--- src/verilog/dqt_defines.svh ---
`ifndef DQT_DEFINES_SVH
`define DQT_DEFINES_SVH

// Burst and FIFO geometry
`define DQT_BURST_LEN 16
`define DQT_BEAT_W 4
`define DQT_BEAT_LAST 4'hf
`define DQT_BYTE_SEL_BIT 3
`define DQT_FIFO_DEPTH 5
`define DQT_PTR_W 3
`define DQT_PTR_LAST 3'h4
`define DQT_DQ_W 16
`define DQT_DMI_W 2
`define DQT_LANES 18
`define DQT_MEM_WORDS 80
`define DQT_MEM_AW 7

// Command codes on the command pins
`define DQT_CMD_W 4
`define DQT_CMD_DES 4'h0
`define DQT_CMD_MPC 4'h1
`define DQT_CMD_CAS2 4'h2
`define DQT_CMD_WRITE 4'h3
`define DQT_CMD_MWRITE 4'h4
`define DQT_CMD_READ 4'h5
`define DQT_CMD_MRR 4'h6
`define DQT_CMD_PDE 4'h7
`define DQT_CMD_SRPDE 4'h8
`define DQT_CMD_CKEL 4'h9

// Multi-purpose command operand
`define DQT_OP_W 7
`define DQT_OP_EN_BIT 6
`define DQT_FN_RD_FIFO 6'h01
`define DQT_FN_RD_CAL 6'h02
`define DQT_FN_WR_FIFO 6'h03

// Register port
`define DQT_RA_W 4
`define DQT_RD_W 8
`define DQT_REG_PAT_FIRST 4'h0
`define DQT_REG_PAT_SECOND 4'h1
`define DQT_REG_MASK0 4'h2
`define DQT_REG_MASK1 4'h3
`define DQT_REG_MODE 4'h4
`define DQT_REG_LAT 4'h5
`define DQT_REG_STATUS 4'h6

// Reset values
`define DQT_RST_PAT_FIRST 8'h5a
`define DQT_RST_PAT_SECOND 8'h3c
`define DQT_RST_MASK 8'h55
`define DQT_RST_MODE 3'h1
`define DQT_RST_RL 4'h6
`define DQT_RST_WL 4'h4

// Field positions
`define DQT_MODE_DM_DIS 0
`define DQT_MODE_WBI 1
`define DQT_MODE_RBI 2
`define DQT_ST_DISTURB 7
`define DQT_ST_BUSY 6

`endif

--- src/verilog/dqt_pkg.sv ---
`include "dqt_defines.svh"

package dqt_pkg;

    // Sequencer states
    typedef enum logic [1:0] {
        ST_IDLE,
        ST_WAIT,
        ST_WBURST,
        ST_OBURST
    } dqt_state_e;

    // Training function in progress
    typedef enum logic [1:0] {
        FN_NONE,
        FN_WR_FIFO,
        FN_RD_FIFO,
        FN_RD_CAL
    } dqt_fn_e;

    // Whole state of the training block
    typedef struct packed {
        logic [`DQT_CMD_W-1:0] sy1_cmd;
        logic [`DQT_OP_W-1:0] sy1_op;
        logic [`DQT_LANES-1:0] sy1_dq;
        logic [`DQT_CMD_W-1:0] sy2_cmd;
        logic [`DQT_OP_W-1:0] sy2_op;
        logic [`DQT_LANES-1:0] sy2_dq;
        logic [7:0] pat_first;
        logic [7:0] pat_second;
        logic [7:0] mask0;
        logic [7:0] mask1;
        logic [2:0] mode;
        logic [3:0] rl;
        logic [3:0] wl;
        dqt_state_e state;
        dqt_fn_e fn;
        logic pend;
        logic [3:0] cnt;
        logic [`DQT_BEAT_W-1:0] beat;
        logic [`DQT_PTR_W-1:0] wr_ptr;
        logic [`DQT_PTR_W-1:0] rd_ptr;
        logic p1_v;
        logic p1_cal;
        logic [`DQT_BEAT_W-1:0] p1_beat;
        logic out_cal;
        logic [`DQT_BEAT_W-1:0] out_beat;
        logic oe;
        logic [`DQT_DQ_W-1:0] dq_out;
        logic [`DQT_DMI_W-1:0] dmi_out;
        logic dmi_oe;
        logic disturbed;
        logic [`DQT_RD_W-1:0] rdata;
    } dqt_regs_s;

endpackage

--- src/verilog/dqt_mem.sv ---
`timescale 1ns/10ps
`include "dqt_defines.svh"

// Training FIFO storage, one word per beat, registered read data
module dqt_mem #(
    parameter int W = `DQT_LANES,
    parameter int DEPTH = `DQT_MEM_WORDS,
    parameter int AW = `DQT_MEM_AW
) (
    // Clock and reset
    input wire logic clk,
    input wire logic rstn,
    // Write port
    input wire logic we,
    input wire logic [AW-1:0] waddr,
    input wire logic [W-1:0] wdata,
    // Read port
    input wire logic [AW-1:0] raddr,
    output logic [W-1:0] rdata
);

    // Array plus read register
    typedef struct packed {
        logic [DEPTH-1:0][W-1:0] mem;
        logic [W-1:0] rdata;
    } dqt_mem_s;

    dqt_mem_s s; // Current state
    dqt_mem_s next_s; // Next state

    // Write one word, read one word into the output register
    always_comb
    begin
        next_s = s;
        if (we && (int'(waddr) < DEPTH))
        begin
            next_s.mem[waddr] = wdata;
        end
        // Out of range reads give zero, a valid level
        next_s.rdata = (int'(raddr) < DEPTH) ? s.mem[raddr] : '0;
    end

    // Zero at reset so unwritten entries read valid levels
    always_ff @(posedge clk or negedge rstn)
    begin
        if (!rstn)
        begin
            s <= '0;
        end
        else
        begin
            s <= next_s;
        end
    end

    assign rdata = s.rdata;

endmodule

--- src/verilog/dqt_train.sv ---
`timescale 1ns/10ps
`include "dqt_defines.svh"

// How it works
// - Multi-purpose command with bit 6 low: nothing
// - Bit 6 high: low six bits pick function
// - FIFO write captured after write latency from CAS-2
// - Five write bursts of sixteen beats stored
// - FIFO read returned after read latency
// - FIFO reads never change stored data
// - Unwritten entries read valid undefined levels
// - Reads walk entries zero to four, wrap
// - Calibration sends first byte then second everywhere
// - Each pattern byte sent low bit first
// - Invert masks flip DQ lanes, never mask lanes
// - Mask lanes float only when all three disabled
// - No bus inversion on calibration output
// - Mask bit one inverts matching DQ lane
// - Power-down entries reset both FIFO pointers
// - FIFO commands advance pointers; reads advance both
module dqt_train (
    // Clock and reset
    input wire logic clk,
    input wire logic rstn,
    // Command pins
    input wire logic [`DQT_CMD_W-1:0] cmd_code,
    input wire logic [`DQT_OP_W-1:0] cmd_op,
    // Data pins, DQ lanes
    input wire logic [`DQT_DQ_W-1:0] dq_in,
    output logic [`DQT_DQ_W-1:0] dq_out,
    output logic [`DQT_DQ_W-1:0] dq_oe,
    // Data pins, data mask / inversion lanes
    input wire logic [`DQT_DMI_W-1:0] data_mask_inversion_pin_in,
    output logic [`DQT_DMI_W-1:0] data_mask_inversion_pin_out,
    output logic [`DQT_DMI_W-1:0] data_mask_inversion_pin_oe,
    // Register port
    input wire logic [`DQT_RA_W-1:0] reg_addr,
    input wire logic [`DQT_RD_W-1:0] reg_wdata,
    input wire logic reg_wr,
    input wire logic reg_rd,
    output logic [`DQT_RD_W-1:0] reg_rdata
);

    dqt_pkg::dqt_regs_s s; // Current state
    dqt_pkg::dqt_regs_s next_s; // Next state

    // Decoded command, after the pin synchroniser
    logic c_mpc; // Multi-purpose command
    logic c_cas2; // CAS-2 command
    logic c_any; // Anything but deselect
    logic c_read; // Normal read
    logic c_pd; // Power-down or self refresh power-down entry
    logic c_disturb; // Commands that disturb the FIFO
    logic [5:0] c_fn; // Function select field

    // Mode bits by name
    logic data_mask_disable;
    logic write_bus_inversion_enable;
    logic read_bus_inversion_enable;
    logic dmi_drive; // Mask lanes carry data

    // Memory hookup
    logic mem_we;
    logic [`DQT_MEM_AW-1:0] mem_waddr;
    logic [`DQT_MEM_AW-1:0] mem_raddr;
    logic [`DQT_LANES-1:0] mem_rdata;

    // Modulo-five pointer step
    function automatic logic [`DQT_PTR_W-1:0] ptr_inc(
        input logic [`DQT_PTR_W-1:0] p
    );
        return (p == `DQT_PTR_LAST) ? '0 : p + 3'h1;
    endfunction

    // Calibration bit for a beat: first byte, then second, low bit first
    function automatic logic cal_bit(
        input logic [7:0] first,
        input logic [7:0] second,
        input logic [`DQT_BEAT_W-1:0] k
    );
        logic [7:0] byte_sel;
        byte_sel = k[`DQT_BYTE_SEL_BIT] ? second : first;
        return byte_sel[k[2:0]];
    endfunction

    // Command decode
    assign c_any = (s.sy2_cmd != `DQT_CMD_DES);
    assign c_mpc = (s.sy2_cmd == `DQT_CMD_MPC);
    assign c_cas2 = (s.sy2_cmd == `DQT_CMD_CAS2);
    assign c_read = (s.sy2_cmd == `DQT_CMD_READ);
    assign c_pd = (s.sy2_cmd == `DQT_CMD_PDE) ||
                  (s.sy2_cmd == `DQT_CMD_SRPDE);
    assign c_disturb = (s.sy2_cmd == `DQT_CMD_WRITE) ||
                       (s.sy2_cmd == `DQT_CMD_MWRITE) ||
                       c_read ||
                       (s.sy2_cmd == `DQT_CMD_MRR) ||
                       (s.sy2_cmd == `DQT_CMD_CKEL);
    assign c_fn = s.sy2_op[5:0];

    // Mask lanes float only with mask off and both inversions off
    assign data_mask_disable = s.mode[`DQT_MODE_DM_DIS];
    assign write_bus_inversion_enable = s.mode[`DQT_MODE_WBI];
    assign read_bus_inversion_enable = s.mode[`DQT_MODE_RBI];
    assign dmi_drive = !data_mask_disable || write_bus_inversion_enable ||
                       read_bus_inversion_enable;

    // FIFO storage addressing: entry in the high bits, beat in the low
    assign mem_we = (s.state == dqt_pkg::ST_WBURST);
    assign mem_waddr = {s.wr_ptr, s.beat};
    assign mem_raddr = {s.rd_ptr, s.beat};

    // Training FIFO, five sixteen-beat entries over all lanes
    dqt_mem #(
        .W(`DQT_LANES),
        .DEPTH(`DQT_MEM_WORDS),
        .AW(`DQT_MEM_AW)
    ) u_mem (
        .clk(clk),
        .rstn(rstn),
        .we(mem_we),
        .waddr(mem_waddr),
        .wdata(s.sy2_dq),
        .raddr(mem_raddr),
        .rdata(mem_rdata)
    );

    // Next-state logic for the whole block
    always_comb
    begin
        next_s = s;
        // Two-stage synchronisers on all pins
        next_s.sy1_cmd = cmd_code;
        next_s.sy1_op = cmd_op;
        next_s.sy1_dq = {data_mask_inversion_pin_in, dq_in};
        next_s.sy2_cmd = s.sy1_cmd;
        next_s.sy2_op = s.sy1_op;
        next_s.sy2_dq = s.sy1_dq;

        // Register reads, answer in the next cycle
        next_s.rdata = '0;
        if (reg_rd)
        begin
            case (reg_addr)
                `DQT_REG_PAT_FIRST: next_s.rdata = s.pat_first;
                `DQT_REG_PAT_SECOND: next_s.rdata = s.pat_second;
                `DQT_REG_MASK0: next_s.rdata = s.mask0;
                `DQT_REG_MASK1: next_s.rdata = s.mask1;
                `DQT_REG_MODE: next_s.rdata = {5'h00, s.mode};
                `DQT_REG_LAT: next_s.rdata = {s.wl, s.rl};
                `DQT_REG_STATUS: next_s.rdata = {s.disturbed,
                    (s.state != dqt_pkg::ST_IDLE), s.rd_ptr, s.wr_ptr};
                // Unmapped addresses read zero
                default: next_s.rdata = '0;
            endcase
        end

        // Register writes
        if (reg_wr)
        begin
            case (reg_addr)
                `DQT_REG_PAT_FIRST: next_s.pat_first = reg_wdata;
                `DQT_REG_PAT_SECOND: next_s.pat_second = reg_wdata;
                `DQT_REG_MASK0: next_s.mask0 = reg_wdata;
                `DQT_REG_MASK1: next_s.mask1 = reg_wdata;
                `DQT_REG_MODE: next_s.mode = reg_wdata[2:0];
                `DQT_REG_LAT:
                begin
                    next_s.rl = reg_wdata[3:0];
                    next_s.wl = reg_wdata[7:4];
                end
                // Write one to clear the disturbed flag
                `DQT_REG_STATUS:
                begin
                    if (reg_wdata[`DQT_ST_DISTURB])
                    begin
                        next_s.disturbed = 1'b0;
                    end
                end
                // Other addresses ignore writes
                default: ;
            endcase
        end

        // Disturbing commands flag the FIFO, winning over a clear
        if (c_disturb)
        begin
            next_s.disturbed = 1'b1;
        end

        // Any command ends a waiting training command
        if (c_any)
        begin
            next_s.pend = 1'b0;
        end

        // Sequencer
        unique case (s.state)
            dqt_pkg::ST_IDLE:
            begin
                if (s.pend && c_cas2)
                begin
                    // Latency counted from the CAS-2 command
                    next_s.state = dqt_pkg::ST_WAIT;
                    next_s.cnt = (s.fn == dqt_pkg::FN_WR_FIFO) ?
                                 s.wl : s.rl;
                    if (s.fn == dqt_pkg::FN_RD_CAL)
                    begin
                        next_s.disturbed = 1'b1;
                    end
                end
                else if (c_mpc && s.sy2_op[`DQT_OP_EN_BIT])
                begin
                    // Bit 6 high: pick the function, reserved codes idle
                    next_s.pend = 1'b1;
                    unique case (c_fn)
                        `DQT_FN_WR_FIFO: next_s.fn = dqt_pkg::FN_WR_FIFO;
                        `DQT_FN_RD_FIFO: next_s.fn = dqt_pkg::FN_RD_FIFO;
                        `DQT_FN_RD_CAL: next_s.fn = dqt_pkg::FN_RD_CAL;
                        default:
                        begin
                            next_s.fn = dqt_pkg::FN_NONE;
                            next_s.pend = 1'b0;
                        end
                    endcase
                end
                // Bit 6 low is a no-operation: nothing is armed
                else if (c_mpc)
                begin
                    next_s.fn = dqt_pkg::FN_NONE;
                end
            end
            dqt_pkg::ST_WAIT:
            begin
                // Count the latency down, then start the burst
                if (s.cnt == 4'h0)
                begin
                    next_s.beat = '0;
                    next_s.state = (s.fn == dqt_pkg::FN_WR_FIFO) ?
                                   dqt_pkg::ST_WBURST : dqt_pkg::ST_OBURST;
                end
                else
                begin
                    next_s.cnt = s.cnt - 4'h1;
                end
            end
            dqt_pkg::ST_WBURST:
            begin
                // One beat per cycle into the entry at the write pointer
                next_s.beat = s.beat + 4'h1;
                if (s.beat == `DQT_BEAT_LAST)
                begin
                    next_s.wr_ptr = ptr_inc(s.wr_ptr);
                    next_s.state = dqt_pkg::ST_IDLE;
                    next_s.fn = dqt_pkg::FN_NONE;
                end
            end
            dqt_pkg::ST_OBURST:
            begin
                // Issue one beat per cycle to the output pipeline
                next_s.beat = s.beat + 4'h1;
                if (s.beat == `DQT_BEAT_LAST)
                begin
                    if (s.fn == dqt_pkg::FN_RD_FIFO)
                    begin
                        // Wraps four to zero, written or not
                        next_s.rd_ptr = ptr_inc(s.rd_ptr);
                    end
                    next_s.state = dqt_pkg::ST_IDLE;
                    next_s.fn = dqt_pkg::FN_NONE;
                end
            end
        endcase

        // Normal read moves both pointers
        if (c_read)
        begin
            next_s.wr_ptr = ptr_inc(next_s.wr_ptr);
            next_s.rd_ptr = ptr_inc(next_s.rd_ptr);
        end

        // Power-down entries restart both pointers
        if (c_pd)
        begin
            next_s.wr_ptr = '0;
            next_s.rd_ptr = '0;
        end

        // Output pipeline: memory read stage, then pin register
        next_s.p1_v = (s.state == dqt_pkg::ST_OBURST);
        next_s.p1_cal = (s.fn == dqt_pkg::FN_RD_CAL);
        next_s.p1_beat = s.beat;
        next_s.oe = s.p1_v;
        next_s.out_cal = s.p1_cal;
        next_s.out_beat = s.p1_beat;
        next_s.dmi_oe = s.p1_v && dmi_drive;
        if (s.p1_cal)
        begin
            // Same bit on every lane, DQ flipped by mask, no inversion
            next_s.dq_out = {`DQT_DQ_W{cal_bit(s.pat_first,
                s.pat_second, s.p1_beat)}} ^
                {s.mask1, s.mask0};
            next_s.dmi_out = {`DQT_DMI_W{cal_bit(s.pat_first,
                s.pat_second, s.p1_beat)}};
        end
        else
        begin
            // Stored beat, unchanged by the read
            next_s.dq_out = mem_rdata[`DQT_DQ_W-1:0];
            next_s.dmi_out = mem_rdata[`DQT_LANES-1:`DQT_DQ_W];
        end
    end

    // State register with reset values
    always_ff @(posedge clk or negedge rstn)
    begin
        if (!rstn)
        begin
            s <= '0;
            s.pat_first <= `DQT_RST_PAT_FIRST;
            s.pat_second <= `DQT_RST_PAT_SECOND;
            s.mask0 <= `DQT_RST_MASK;
            s.mask1 <= `DQT_RST_MASK;
            s.mode <= `DQT_RST_MODE;
            s.rl <= `DQT_RST_RL;
            s.wl <= `DQT_RST_WL;
            s.state <= dqt_pkg::ST_IDLE;
            s.fn <= dqt_pkg::FN_NONE;
        end
        else
        begin
            s <= next_s;
        end
    end

    // Pin and register outputs, all from flops
    assign dq_out = s.dq_out;
    assign dq_oe = {`DQT_DQ_W{s.oe}};
    assign data_mask_inversion_pin_out = s.dmi_out;
    assign data_mask_inversion_pin_oe = {`DQT_DMI_W{s.dmi_oe}};
    assign reg_rdata = s.rdata;
endmodule

--- config.mk ---
export PLATFORM = sky130hd
export DESIGN_NAME = dqt_train
export DESIGN_NICKNAME = d
export VERILOG_FILES = /design/src/verilog/dqt_pkg.sv /design/src/verilog/dqt_mem.sv /design/src/verilog/dqt_train.sv
export VERILOG_INCLUDE_DIRS = /design/src /design/src/verilog
export SDC_FILE = /design/constraint.sdc
export NUM_CORES = 2
export LEC_CHECK = 0
export BUFFER_PORTS_ARGS = -buffer_cell sky130_fd_sc_hd__buf_4
export CORE_MARGIN = 8
export CORE_UTILIZATION = 50
export DETAILED_ROUTE_END_ITERATION = 10
export GPL_TIMING_DRIVEN = 0
export PLACE_DENSITY_LB_ADDON = 0.3
export REMOVE_ABC_BUFFERS = 1
export SLEW_MARGIN = 30
export SYNTH_ARGS = -nofsm -noshare
export SYNTH_HDL_FRONTEND = slang
export SYNTH_SLANG_ARGS = --single-unit
--- constraint.sdc ---
create_clock -name clk -period 4.8 [get_ports clk]
set_input_delay 0.96 -clock clk [delete_from_list [all_inputs] [get_ports clk]]
set_output_delay 0.96 -clock clk [all_outputs]
set_load 0.01 [all_outputs]
# After elaboration in Yosys (flattened, before gate mapping)
# Cells that the tools add are included.
[totals] regBits=1613 in_bits=45 out_inout_bits=44
[op_classes] add_sub_neg=6 magnitude_cmp=6 n_eq_ne=35 n_mux=50 bitwise_logic=1 reduce_logical=33
[ops] operator="bitwise mux 1440 bit" count=1
[ops] operator="binary-select mux 18 bit (select 7 bit)" count=1
[ops] operator="demux 18 bit (select 7 bit)" count=1
[ops] operator="two-way mux 18 bit" count=4
[ops] operator="one-hot mux 8 bit (7 select lines)" count=1
[ops] operator="two-way mux 3 bit" count=10
[ops] operator="== test 4 x 3 -> 1 bit (second input constant)" count=7
[ops] operator="two-way mux 4 bit" count=5
[ops] operator="== test 4 x 2 -> 1 bit (second input constant)" count=4
[ops] operator="less-than comparator 7 x 8 -> 1 bit (second input constant)" count=2
[ops] operator="two-way mux 8 bit" count=2
[ops] operator="one-hot mux 4 bit (2 select lines)" count=2
[ops] operator="bitwise XOR 16 bit" count=1
[ops] operator="less-than comparator 7 bit (second input constant)" count=2
[ops] operator="AND reduction 2 bit" count=7
[ops] operator="two-way mux 1 bit" count=13
[ops] operator="adder 3 x 1 -> 3 bit (second input constant)" count=4
[ops] operator="== test 3 bit (second input constant)" count=4
[ops] operator="== test 4 bit (second input constant)" count=3
[ops] operator="== test 6 x 2 -> 1 bit (second input constant)" count=2
[ops] operator="two-way mux 6 bit" count=2
[ops] operator="one-hot mux 2 bit (3 select lines)" count=2
[ops] operator="== test 2 bit (second input constant)" count=4
[ops] operator="== test 4 x 1 -> 1 bit (second input constant)" count=2
[ops] operator="23 further kinds" count=45

# Logic depth before layout (Yosys ltp)
[depth] ltp_word=9 ltp_mapped=12 depth_no_buf=9

# Modules after synthesis
# A second synthesis with hierarchy kept.
[hier_totals] hier_cells=4823 area_unflattened_um2=74184.9
[modules_own_cells] mod="dqt_mem" n_inst=1 cells_each=4237 area_each_um2=67215.7 seq_area_each_um2=36485.0
[modules_own_cells] mod="dqt_train" n_inst=1 cells_each=586 area_each_um2=6969.2 seq_area_each_um2=3903.7

# Worst setup path after synthesis
# No wires, ideal clock.
[synth_timing] kind="input to register" from="input port reg_addr[0]" to="register s[59] in the netlist's numbering" arrival_ns=2.315 required_ns=4.675 slack_ns=2.361 cell_stages=6 n_path_buf=3 cell_sequence="buf_2 > nor2b_1 > clkbuf_1 > and2_1 > clkbuf_1 > mux2_2"
[synth_between] elab_chain_cells=2
[synth_rtl] element="start, declared" line="dqt_train.sv:37" text="input wire logic [`DQT_RA_W-1:0] reg_addr,"
[synth_rtl] element="== test 4 x 3 -> 1 bit" line="dqt_train.sv:160" text="case (reg_addr)"
[synth_rtl] element="AND reduction 2 bit (no line)"
[synth_rtl] element="end signal, assigned" line="dqt_train.sv:331" text="s <= next_s;"
[synth_rtl] element="end, declared" line="dqt_train.sv:44" text="dqt_pkg::dqt_regs_s s;"
# Every way passes these cells.
# A chain may end at the register's enable or synchronous reset.

==> results.md <==
- CTS tree: yes
- Top_reg_cell synth: dfrtp_1
- Total of max-cap violations: 0
- Total global routing track utilization: 27.6%
- Pwr Density: 460 mW/mm²
- Max incr delay on CP: 620 ps
- Standard-cell rows: 140
- I/O pins: 89
- Endpoints failing setup: 0
- Hold WC Path Type: in2async
- Placed cell count: 7030
- Layout Skew: 30.2 ps
- Flop-to-flop setup slack: 50 ps
- Largest delay share family, worst path: compound AO/OA/AOI/OAI gates
- RR Startpoint: mem_raddr[2]$_DFFE_PN0P_
- Max-slew violations: 0
- Post-synthesis simple-gate area fraction: 3.31%
- Htree depth: 4
- Crit-path max FO: 31
- CTS buffer count: 168
- CP endpoint kind: register
- Top-area cell type share of the netlist area: 54.4%
- Clock slew at reported path FFs: 60 ps
- Most frequent cell after synthesis: mux2_2
- Placement Setup Slack: 126 ps
- Final Cycle Share: 98.9%
- Worst skew pair latency: 820 ps
- R2R Path End: u_mem.rdata[12]$_DFF_PN0_
- Endpoints failing hold: 0
- Post-synth EDFFs: 0
- Core Area: 0.146 mm²
- Final HPWL DP: 140 mm
- Async S/R FF share, synth: 100%
- VDD IR max: 0.347 mV
- Critical Path RT: 5440 ps
- Setup_tns: 0 ps
- RD Place Congestion: 0.837
- Least-Margin Pin Slew: 1290 ps
- Ranking of synthesized cells by area: dfrtp_1, mux2_2, mux2i_1, a221oi_1, a21oi_1
- Nets: 5336
- Post-synth cell types: 83
- GR Overflow Total: 0
- Router iterations before antenna repair: 6
- Worst R2R Path Depth: 11
- Vias: 47900
- Type of origin of the critical path: register
- First-pass GRT wire length: 328 mm
- Avg Cell Area, Syn: 13.5 µm²
- Clock Tree Buf Depth: 3
- Largest net degree at the start of global routing: 137
- Register bit total from synthesis: 1613
- Root buf cell: clkbuf_16
- Buffers on Ports: 88
- Multiplexer share of the synthesized area: 28.8%
- YS warnings: 0
- DRC: 0
- Drt wl/cell: 30.2 µm
- Vias per cell: 6.53
- WP data arrival: 5390 ps
- Fin util: 56.8%
- RSZ-0062 raised after global routing: false
- Clk sinks: 1613
- Cell leakage power: 39.6 nW
- Vias in the first global route: 48600
- Finished Layout Cells: 7341
- Final WL: 221 mm
- Share of cells above drive strength 1: 43.4%
- Critical path class: reg2reg
- Post-route ant nets: 0
- Post-CTS Setup Inserts: 0
- Initial antenna violation count: 6
- Yosys top cell by area: dfrtp_1
- Initial core utilization: 50.3%
- Outcome: finished, final reports clean
- Die width: 399 µm
- F_max: 211 MHz
- Largest family of logic cells by synthesized area: multiplexers
- Worst slew margin: 13.1%
- Final worst slack: 52.3 ps
- Final Power: 0.0380 W
- DRT iter0 DRCs: 4978
- CP max-delay cell: o221ai_1
- Sequential area share after synthesis: 55.1%
- Area Growth Syn to Fin: 12.8%
- Synthesized instance count: 5424
- Min cycle time layout: 4750 ps
- Syn Std Cell Area: 0.0733 mm²
- Most used cell, CP: buf_12
- Die area: 0.159 mm²
- Die Span Y: 399 µm
- Buf/Inv on CP: 5
- XOR/XNOR Fraction of Synth Area: 0.227%
- Top post-synthesis cells by count: mux2_2, dfrtp_1, clkbuf_1
- Filler cell count: 11500
- CP cell instances: buf_12, buf_12, buf_12, buf_12, and2_4, buf_16, a22oi_1, o221ai_1, o311a_1, o221ai_1, a32oi_2
- Post-Synth Adder-Cell Area: 0.137%
- Synth Area in Compound Gates: 8.68%
-- area by class of cell --
type,instances,area [µm²],area share [%]
flip-flops and latches,1613,40500,49.0
diodes,2,5.00,0.00606
multi-input cells,3248,30400,36.8
clock inverters,47,539,0.653
repair buffers,231,3630,4.40
inverters,21,101,0.123
clock buffers,262,5070,6.14
well taps,1917,2400,2.90
-- logic make-up (layout without fill, tap and decap cells) --
logic type	count (synthesis)	count (layout)
DFF	1613	1613
AOI/OAI and AO/OA	884	884
adders and majority gates	8	8
other	0	2
xor gates and xnor gates	19	19
muxes	1861	1861
and+or+nand+nor	476	476
buffers and inverters	563	561
-- layer usage --
metal | vias up | wire (µm) | track usage, %
met3 | 511 | 18700 | 6.12
li1 | 19800 | - | -
met1 | 25500 | 91800 | 37.6
met2 | 2099 | 100000 | 42.2
met5 | - | 32 | 0
met4 | 6 | 10900 | 12.5
-- power by group --
part | internal, W | switching [W] | total, W | leakage [nW]
clock network | 0.00780 | 0.00548 | 0.0133 | 2.77
registers | 0.0142 | 0.000602 | 0.0148 | 22.2
logic | 0.00337 | 0.00649 | 0.00986 | 14.7
total | 0.0254 | 0.0126 | 0.0380 | 39.6
-- stage by stage --
step	instance area (µm²)	hold slack [ps]
6_report	82600	44.0
5_1_grt	82600	57.8
4_1_cts	82600	25.8
3_5_place_dp	77000	335
3_3_place_gp	73700	332
2_1_floorplan	70700	331
-- state kept, by name (all words and copies together) (netlist names) --
name	count
data_mask_disable	1
data_mask_inversion_pin_oe	1
u_mem.rdata	18
next_s	35
mem_raddr	7
u_mem.s	1440
reg_rdata	8
s	74
c_fn	6
read_bus_inversion_enable	1
dq_oe	1
dq_out	16
data_mask_inversion_pin_out	2
mem_waddr	3
-- placed cells by master (no fill, tap or decap), drive strengths merged, types with 15 or more instances in the layout --
cell     Yosys  layout
o221ai      44      44
clkbuf     233     262
mux2      1631    1631
nor2       171     171
o2111ai     15      15
a21oi      194     194
mux4        37      37
inv         20      30
clkinv       1      26
o21ai      115     115
o211ai      33      33
a211oi      28      28
xnor2       18      18
dfstp       20      20
mux2i      193     193
a22oi       83      83
a221oi     189     189
dfrtp     1593    1593
nand2      189     189
buf        309     231
nor3        20      20
o22ai       15      15
nand3       27      27
a31oi       22      22
o2bb2ai     16      16
a221o       31      31
a22o        19      19
-- how the worst max path moves through the flow --
stage                                      to                startpoint  cells after the start
global placement     u_mem.rdata[2]$_DFF_PN0_  mem_raddr[2]$_DFFE_PN0P_                      6
floorplan            u_mem.rdata[2]$_DFF_PN0_  mem_raddr[2]$_DFFE_PN0P_                      6
detailed placement  u_mem.rdata[12]$_DFF_PN0_  mem_raddr[2]$_DFFE_PN0P_                     11
CTS                 u_mem.rdata[12]$_DFF_PN0_  mem_raddr[2]$_DFFE_PN0P_                     11
finish              u_mem.rdata[12]$_DFF_PN0_  mem_raddr[2]$_DFFE_PN0P_                     11
global route        u_mem.rdata[12]$_DFF_PN0_  mem_raddr[2]$_DFFE_PN0P_                     11
-- what timing repair did --
| action | 4_1_cts | 5_1_grt |
|---|---|---|
| hold endpoints to repair | 0 | 0 |
| endpoints found under the setup margin | 0 | 1 |
| hold buffers | 0 | 0 |
| resized for setup | 0 | 1 |
No activity file was read; power rests on OpenSTA's default activity.
